File: src/include/pdt_defines.vh
// constants of the periodic down-counter timer: apb offsets, fields, reset values
// assumes inclusion by bare name from the design files
`ifndef PDT_DEFINES_VH
`define PDT_DEFINES_VH

`define PDT_ADDR_W        8
`define PDT_OFF_COUNT     8'h00
`define PDT_OFF_PERIOD    8'h04
`define PDT_OFF_PRESCALE  8'h08
`define PDT_OFF_CTRL      8'h0c
`define PDT_OFF_CLKSEL    8'h10

`define PDT_CTRL_STOP     4
`define PDT_CTRL_RELOAD   5
`define PDT_CTRL_OVF      7

`define PDT_PERIOD_RST    32'hffffffff
`define PDT_PRESCALE_RST  16'h0000
`define PDT_CLKSEL_RST    2'h0

`define PDT_SRC_SYS       2'h0
`define PDT_SRC_OSC1      2'h1
`define PDT_SRC_OSC2      2'h2
`define PDT_SRC_CRYSTAL_OSCILLATOR_CLOCK      2'h3

`endif

File: src/hw/pdt_tick_gen.v
// tick generator: selects one of four clock sources and divides by the prescale plus one
// assumes external oscillator inputs are asynchronous to the system clock
`default_nettype none
`include "pdt_defines.vh"

module pdt_tick_gen #(
  parameter PRESCALE_W = 16
) (
  input  wire                  clk_i,        // system clock
  input  wire                  srst_i,       // synchronous reset
  input  wire                  ce_i,         // clock enable
  input  wire [1:0]            src_sel_i,    // clock source select
  input  wire                  osc1_i,       // internal oscillator one
  input  wire                  osc2_i,       // internal oscillator two
  input  wire                  crystal_oscillator_clock_i,       // crystal oscillator
  input  wire [PRESCALE_W-1:0] prescale_i,   // input clocks per tick minus one
  input  wire                  restart_i,    // restart the prescale count
  output wire                  tick_o        // one-cycle decrement tick
);

  // ------------------------------------------------------------
  // source synchronisers and edge detect
  // ------------------------------------------------------------
  reg [2:0] sync1_q;
  reg [2:0] sync2_q;
  reg [2:0] sync3_q;
  reg       src_edge;
  reg [PRESCALE_W-1:0] presc_q;

  always @(posedge clk_i) begin
    if (srst_i) begin
      sync1_q <= 3'h0;
      sync2_q <= 3'h0;
      sync3_q <= 3'h0;
    end else if (ce_i) begin
      sync1_q <= {crystal_oscillator_clock_i, osc2_i, osc1_i};
      sync2_q <= sync1_q;
      sync3_q <= sync2_q;
    end
  end

  // sources run well below the system clock; faster ones alias
  always @* begin
    case (src_sel_i)
      `PDT_SRC_SYS:  src_edge = 1'b1;
      `PDT_SRC_OSC1: src_edge = sync2_q[0] & ~sync3_q[0];
      `PDT_SRC_OSC2: src_edge = sync2_q[1] & ~sync3_q[1];
      `PDT_SRC_CRYSTAL_OSCILLATOR_CLOCK: src_edge = sync2_q[2] & ~sync3_q[2];
      default:       src_edge = 1'b0;
    endcase
  end

  // ------------------------------------------------------------
  // prescale counter
  // ------------------------------------------------------------
  assign tick_o = ce_i & src_edge & (presc_q == {PRESCALE_W{1'b0}});

  always @(posedge clk_i) begin
    if (srst_i) begin
      presc_q <= {PRESCALE_W{1'b0}};
    end else if (ce_i) begin
      if (restart_i) begin
        presc_q <= prescale_i;
      end else if (src_edge) begin
        if (presc_q == {PRESCALE_W{1'b0}}) begin
          presc_q <= prescale_i;
        end else begin
          presc_q <= presc_q - {{(PRESCALE_W-1){1'b0}}, 1'b1};
        end
      end
    end
  end

endmodule // pdt_tick_gen
`default_nettype wire

File: src/hw/pdt_timer.v
// periodic down-counter timer with apb register slave
// assumes an apb master on the system clock; oscillator pins asynchronous
//
// Overview of operation
// - 32-bit down counter loaded from period
// - decrement by one each tick while running
// - one-cycle interrupt pulse when count hits zero
// - prescale sets input clocks per tick
// - clock source: system, two oscillators, crystal
// - overflow flag in control register
// - writing reload bit reloads counter from period
//
// The implementer's own choices: the APB slave port and the placing of the registers.
`default_nettype none
`include "pdt_defines.vh"

module pdt_timer #(
  parameter CNT_W      = 32,
  parameter PRESCALE_W = 16
) (
  input  wire        CLK_SYS_I,     // system clock, 20 mhz
  input  wire        SRST_I,        // synchronous reset, high
  input  wire        CE_I,          // clock enable, freezes state when low
  input  wire        PSEL_I,        // apb select
  input  wire        PENABLE_I,     // apb enable
  input  wire        PWRITE_I,      // apb direction
  input  wire [7:0]  PADDR_I,       // apb byte address
  input  wire [31:0] PWDATA_I,      // apb write data
  output wire        PREADY_O,      // apb ready
  output reg  [31:0] PRDATA_O,      // apb read data
  output wire        PSLVERR_O,     // apb error
  input  wire        OSC1_I,        // internal oscillator one
  input  wire        OSC2_I,        // internal oscillator two
  input  wire        CRYSTAL_OSCILLATOR_CLOCK_I,        // crystal oscillator
  output reg         TIMER_IRQ_O    // interrupt pulse at zero
);

  // ------------------------------------------------------------
  // registers
  // ------------------------------------------------------------
  reg [CNT_W-1:0]      count_q;
  reg [CNT_W-1:0]      count_d;
  reg [CNT_W-1:0]      period_q;
  reg [CNT_W-1:0]      period_d;
  reg [PRESCALE_W-1:0] prescale_q;
  reg [PRESCALE_W-1:0] prescale_d;
  reg [1:0]            clksel_q;
  reg [1:0]            clksel_d;
  reg                  stop_q;
  reg                  stop_d;
  reg                  ovf_q;
  reg                  ovf_d;
  reg                  wrapped_q;
  reg                  wrapped_d;
  reg                  irq_d;
  reg [31:0]           rdata_d;
  wire                 tick;

  function sel_hit;
    input [7:0] addr;
    input [7:0] off;
    begin
      sel_hit = (addr == off);
    end
  endfunction

  // ------------------------------------------------------------
  // address decode
  // ------------------------------------------------------------
  wire access       = PSEL_I & PENABLE_I & CE_I;
  wire wr           = access & PWRITE_I;
  wire rd_setup     = CE_I & PSEL_I & ~PENABLE_I & ~PWRITE_I;
  wire hit_count    = sel_hit(PADDR_I, `PDT_OFF_COUNT);
  wire hit_period   = sel_hit(PADDR_I, `PDT_OFF_PERIOD);
  wire hit_prescale = sel_hit(PADDR_I, `PDT_OFF_PRESCALE);
  wire hit_ctrl     = sel_hit(PADDR_I, `PDT_OFF_CTRL);
  wire hit_clksel   = sel_hit(PADDR_I, `PDT_OFF_CLKSEL);
  wire known        = hit_count | hit_period | hit_prescale | hit_ctrl | hit_clksel;
  wire wr_ctrl      = wr & hit_ctrl;
  wire reload       = wr_ctrl & PWDATA_I[`PDT_CTRL_RELOAD];
  wire ovf_clr      = wr_ctrl & PWDATA_I[`PDT_CTRL_OVF];
  wire at_zero      = (count_q == {CNT_W{1'b0}});
  wire run_tick     = tick & ~stop_q;
  // a reload in the same cycle wins, so no pulse rides on a fresh period
  wire zero_hit     = run_tick & ~wrapped_q & at_zero & ~reload;

  // zero-wait slave; unmapped addresses answer with an error
  assign PREADY_O  = 1'b1;
  assign PSLVERR_O = PSEL_I & PENABLE_I & ~known;

  // ------------------------------------------------------------
  // software registers
  // ------------------------------------------------------------
  always @* begin
    period_d   = period_q;
    prescale_d = prescale_q;
    clksel_d   = clksel_q;
    stop_d     = stop_q;
    if (wr & hit_period) begin
      period_d = PWDATA_I[CNT_W-1:0];
    end
    if (wr & hit_prescale) begin
      prescale_d = PWDATA_I[PRESCALE_W-1:0];
    end
    if (wr & hit_clksel) begin
      clksel_d = PWDATA_I[1:0];
    end
    if (wr_ctrl) begin
      stop_d = PWDATA_I[`PDT_CTRL_STOP];
    end
  end

  always @(posedge CLK_SYS_I) begin
    if (SRST_I) begin
      period_q   <= `PDT_PERIOD_RST;
      prescale_q <= `PDT_PRESCALE_RST;
      clksel_q   <= `PDT_CLKSEL_RST;
      stop_q     <= 1'b0;
    end else if (CE_I) begin
      period_q   <= period_d;
      prescale_q <= prescale_d;
      clksel_q   <= clksel_d;
      stop_q     <= stop_d;
    end
  end

  // ------------------------------------------------------------
  // counter
  // ------------------------------------------------------------
  // wrapped_q marks that zero was seen; the next tick reloads the period
  always @* begin
    count_d   = count_q;
    wrapped_d = wrapped_q;
    if (reload) begin
      count_d   = period_q;
      wrapped_d = 1'b0;
    end else if (run_tick) begin
      if (wrapped_q) begin
        count_d   = period_q;
        wrapped_d = 1'b0;
      end else if (at_zero) begin
        wrapped_d = 1'b1;
      end else begin
        count_d = count_q - {{(CNT_W-1){1'b0}}, 1'b1};
      end
    end
  end

  always @(posedge CLK_SYS_I) begin
    if (SRST_I) begin
      count_q   <= `PDT_PERIOD_RST;
      wrapped_q <= 1'b0;
    end else if (CE_I) begin
      count_q   <= count_d;
      wrapped_q <= wrapped_d;
    end
  end

  // ------------------------------------------------------------
  // overflow flag and interrupt
  // ------------------------------------------------------------
  // set wins over a write-one clear in the same cycle
  always @* begin
    irq_d = zero_hit;
    ovf_d = ovf_q;
    if (zero_hit) begin
      ovf_d = 1'b1;
    end else if (ovf_clr) begin
      ovf_d = 1'b0;
    end
  end

  always @(posedge CLK_SYS_I) begin
    if (SRST_I) begin
      ovf_q       <= 1'b0;
      TIMER_IRQ_O <= 1'b0;
    end else if (CE_I) begin
      ovf_q       <= ovf_d;
      TIMER_IRQ_O <= irq_d;
    end
  end

  // ------------------------------------------------------------
  // read data
  // ------------------------------------------------------------
  // captured in the setup cycle so it stands through the access phase
  always @* begin
    rdata_d = 32'h00000000;
    case (PADDR_I)
      `PDT_OFF_COUNT:    rdata_d[CNT_W-1:0] = count_q;
      `PDT_OFF_PERIOD:   rdata_d[CNT_W-1:0] = period_q;
      `PDT_OFF_PRESCALE: rdata_d[PRESCALE_W-1:0] = prescale_q;
      `PDT_OFF_CTRL: begin
        rdata_d[`PDT_CTRL_OVF]  = ovf_q;
        rdata_d[`PDT_CTRL_STOP] = stop_q;
      end
      `PDT_OFF_CLKSEL:   rdata_d[1:0] = clksel_q;
      default:           rdata_d = 32'h00000000;
    endcase
  end

  always @(posedge CLK_SYS_I) begin
    if (SRST_I) begin
      PRDATA_O <= 32'h00000000;
    end else if (rd_setup) begin
      PRDATA_O <= rdata_d;
    end
  end

  pdt_tick_gen #(
    .PRESCALE_W (PRESCALE_W)
  ) u_tick (
    .clk_i      (CLK_SYS_I),
    .srst_i     (SRST_I),
    .ce_i       (CE_I),
    .src_sel_i  (clksel_q),
    .osc1_i     (OSC1_I),
    .osc2_i     (OSC2_I),
    .crystal_oscillator_clock_i     (CRYSTAL_OSCILLATOR_CLOCK_I),
    .prescale_i (prescale_q),
    .restart_i  (reload),
    .tick_o     (tick)
  );

endmodule // pdt_timer
`default_nettype wire

File: config.mk
export PLATFORM = sky130hd
export DESIGN_NAME = pdt_timer
export DESIGN_NICKNAME = d
export VERILOG_FILES = /design/src/hw/pdt_tick_gen.v /design/src/hw/pdt_timer.v
export VERILOG_INCLUDE_DIRS = /design/src /design/src/include
export SDC_FILE = /design/constraint.sdc
export NUM_CORES = 1
export LEC_CHECK = 0
export BUFFER_PORTS_ARGS = -buffer_cell sky130_fd_sc_hd__buf_2
export CAP_MARGIN = 20
export CORE_ASPECT_RATIO = 2
export CORE_UTILIZATION = 60
export CTS_BUF_LIST = sky130_fd_sc_hd__clkbuf_4
export DETAILED_ROUTE_END_ITERATION = 12
export PLACE_DENSITY = 0.82
export REMOVE_ABC_BUFFERS = 1
export SYNTH_ARGS = -nofsm -noshare
export SYNTH_HDL_FRONTEND = slang
export SYNTH_SLANG_ARGS = --single-unit
File: constraint.sdc
create_clock -name CLK_SYS_I -period 3.1 [get_ports CLK_SYS_I]
set_input_delay 0.62 -clock CLK_SYS_I [delete_from_list [all_inputs] [get_ports CLK_SYS_I]]
set_output_delay 0.62 -clock CLK_SYS_I [all_outputs]
set_load 0.02 [all_outputs]
==> reports/metrics.csv <==
stage,metric,value,unit
outcome,status,"complete, no violations",
flow_run,maxCapViolations,0,
cells_and_area,regArea,2860,sq um
power,p_total,5.14,mW
timing,finalSetupViolations,0,
logic_synthesis,synth-async-reset-ratio,0,
drt,avgViaCountPerCell,6.32,
global_route,grt_max_degree,53,
timing,slew_viol_final,0,
die,start_util,0.614,
logic_synthesis,yosysMostFrequentCell,dfxtp_1,
timing,hold_viol,0,
cts,post_cts_buffers,0,
power,clockPowerShare,0.246,
die,rows,55,
logic_synthesis,yosysTopAreaCell,dfxtp_1,
cells_and_area,nFillCells,977,
cells_and_area,layout-drive-gt1-share,0.173,
cts,clk_pin_slew,0.13,ns
power,combPwrFrac,0.341,
global_route,grt_pass1_wl,32000,um
placed_design,place_hpwl,13800,um
power,p_switching,1.94,mW
placed_design,gp_congestion,0.900,
hold_path,worstHoldStart,PWDATA_I[28],
logic_synthesis,ys_types,59,
cells_and_area,fin_util,0.701,
timing,worst_hold_slack,0.248,ns
hold_path,min_to,period_q[28],
logic_synthesis,syn_area,6930,sq um
logic_synthesis,synth_area_per_cell,7.92,sq um
die,die_h,154,um
die,die_w,78.0,um
power,p_leak,3.15,nW
cells_and_area,area_delta_synth_final,14.2,%
cts,cts_buffers,17,
drt,drt-total-wl,19500,um
critical_path,crit_type,flip-flop to flip-flop,
logic_synthesis,synth_edf_count,0,
power,pwr_density_cell,649,nW/um^2
global_route,grt_remaining_overflow,0,
timing,timing.final.crit_share,0.924,
cts,cts_buffer_depth,2,
cts,cts-root-buf,clkbuf_4,
critical_path,critPathLaunchType,flip-flop,
cells_and_area,final_nets,1004,
cells_and_area,multi_input_area,3760,sq um
drt,dr_total_vias,6981,
logic_synthesis,syn_inst,876,
cts,cts_resized,0,
timing,relSlewSlack,0.499,
drt,dr.pass1.iters,9,
drt,dr.first_iter.drc_count,704,
critical_path,required,3.62,ns
logic_synthesis,yosysSeqAreaShare,0.413,
drt,avgRoutedWirePerCell,17.7,um
critical_path,r2r-start,count_q[0],
global_route,grt_pass1_vias,6653,
critical_path,cp_max_fo,7,
logic_synthesis,ys_seq_elements,143,
critical_path,rr_endpoint,count_q[18],
timing,worst_pin_slew,0.744,ns
logic_synthesis,synth-main-ff-cell,dfxtp_1,
die,die_area,12000,sq um
critical_path,worstSetupEndpointType,flip-flop,
cts,clock_latency,0.57,ns
logic_synthesis,synthTopCellsByCount,"dfxtp_1 (143), nand2_1 (111), nor2_1 (100)",
timing,skew,0.0259,ns
critical_path,reg2reg_depth,8,
cts,cts_max_level,4,
drt,ant_nets,0,
power,intPower,3.20,mW
die,ios,84,
power,p_seq_frac,0.413,
critical_path,reg2reg_slack,0.24,ns
hold_path,holdPathStages,3,
die,coreArea,11300,sq um
timing,grt_setup_unrepaired,no,
timing,timing.final.crit_period,2.86,ns
hold_path,hold_path.class,input pin to flip-flop,
power,ir_drop,391,uV
power,swShare,0.378,
logic_synthesis,synth_top_area_share,0.413,
logic_synthesis,yosysWarningCount,0,
logic_synthesis,yosys-top-cells-area,"dfxtp_1 (41%), nand2_1 (6.0%), nor2_1 (5.4%)",
timing,max_freq,349,MHz
global_route,antenna_found_initial,1,
cts,cts_sinks,143,
drt,remaining_drc_errors,0,
cts,hold_buffers,0,
global_route,grt_usage,0.336,
critical_path,cp.arrival,3.39,ns
placed_design,io_buffers,82,
cts,cts_tree,built,
per-stage QoR:
stage          instance area [sq um]  TNS [ns]  std cells  setup WS [ns]
2_1_floorplan                   6660   -152.46        807          -2.39
3_3_place_gp                    7610         0       1073          0.319
3_5_place_dp                    7620         0       1074          0.300
4_1_cts                         7910         0       1104          0.257
5_1_grt                         7920         0       1105         0.0988
6_report                        7920         0       1105          0.235
cells in the final DEF (no fill, tap or decap), types with 4 or more instances in the layout:
| cell type | Yosys | layout |
|---|---|---|
| a211o_1 | 4 | 4 |
| a211oi_1 | 20 | 20 |
| a21o_1 | 9 | 9 |
| a21oi_1 | 64 | 63 |
| a222oi_1 | 12 | 12 |
| a22oi_1 | 20 | 20 |
| a31oi_1 | 5 | 5 |
| a32oi_1 | 5 | 5 |
| and2_1 | 10 | 10 |
| and3_1 | 6 | 6 |
| buf_2 | 10 | 82 |
| buf_4 | 2 | 41 |
| clkbuf_4 | 0 | 17 |
| dfxtp_1 | 143 | 143 |
| ha_1 | 4 | 4 |
| inv_1 | 16 | 16 |
| mux2i_1 | 33 | 33 |
| nand2_1 | 111 | 111 |
| nand2b_1 | 11 | 11 |
| nand3_1 | 43 | 43 |
| nand4_1 | 12 | 12 |
| nor2_1 | 100 | 100 |
| nor3_1 | 14 | 14 |
| nor4_1 | 16 | 15 |
| o211ai_1 | 17 | 17 |
| o21ai_0 | 58 | 58 |
| o31ai_1 | 6 | 6 |
| or3_1 | 6 | 6 |
| or4_1 | 6 | 6 |
| xnor2_1 | 5 | 5 |
| xor2_1 | 6 | 6 |
logic make-up (layout without fill, tap and decap cells):
| group | after synthesis | in the layout | synth area share |
|---|---|---|---|
| xor+xnor | 11 | 11 | 0.0139 |
| fa+ha+maj | 4 | 4 | 0.00722 |
| compound gates | 239 | 239 | 0.223 |
| mux | 34 | 34 | 0.0493 |
| other cells | 1 | 2 | 0.000541 |
| simple gates | 358 | 358 | 0.243 |
| buf+inv | 86 | 172 | 0.0494 |
| flops | 143 | 143 | 0.413 |
worst max-delay path by stage:
stage	from	end	slack (ns)
after floorplan	PADDR_I[1]	period_q[0]	-2.39
after global placement	count_q[0]	count_q[22]	0.32
after detailed placement	PADDR_I[1]	count_q[11]	0.30
after CTS	count_q[0]	count_q[18]	0.26
after global routing	count_q[22]	count_q[28]	0.1
final	count_q[0]	count_q[18]	0.24
layout make-up:
| cell class | count | share of cell area |
|---|---|---|
| Multi-Input combinational cell | 647 | 0.475 |
| Sequential cell | 143 | 0.362 |
| Timing Repair Buffer | 125 | 0.0958 |
| Tap cell | 142 | 0.0224 |
| Clock inverter | 13 | 0.0209 |
| Clock buffer | 17 | 0.0161 |
| Inverter | 17 | 0.00806 |
| Antenna cell | 1 | 0.000316 |
worst max-delay path, cell delays in order (launching register included):
cell,delay [ns]
dfxtp_1,0.35
inv_1,0.12
ha_1,0.21
or4b_1,0.59
or4_1,0.48
or4_4,0.44
a211o_1,0.29
a211oi_1,0.21
a211o_2,0.13
metal layers:
| layer | vias up | global-route usage | part of all wire |
|---|---|---|---|
| met4 | 0 | 0.190 | 0.045 |
| met2 | 326 | 0.606 | 0.53 |
| met1 | 3255 | 0.368 | 0.37 |
| li1 | 3315 | - | - |
| met3 | 85 | 0.0516 | 0.055 |
| met5 | - | 0 | 0 |
flip-flops by register name, summed over array words and instances (netlist names):
name            cells
stop_q              1
prescale_q         16
period_q           32
TIMER_IRQ_O         1
ovf_q               1
u_tick.sync1_q      3
count_q            32
u_tick.presc_q     16
PRDATA_O           32
wrapped_q           1
clksel_q            2
u_tick.sync3_q      3
u_tick.sync2_q      3
power by group through the flow:
stage	Combinational, mW	Sequential (mW)	Clock [mW]
6_report	1.75	2.12	1.26
5_1_grt	1.93	2.14	1.34
4_1_cts	1.71	2.12	1.27
3_5_place_dp	1.70	2.16	0
3_3_place_gp	1.66	2.15	0
2_1_floorplan	1.11	2.13	0
Note: power is estimated with default switching activity, not from simulation.
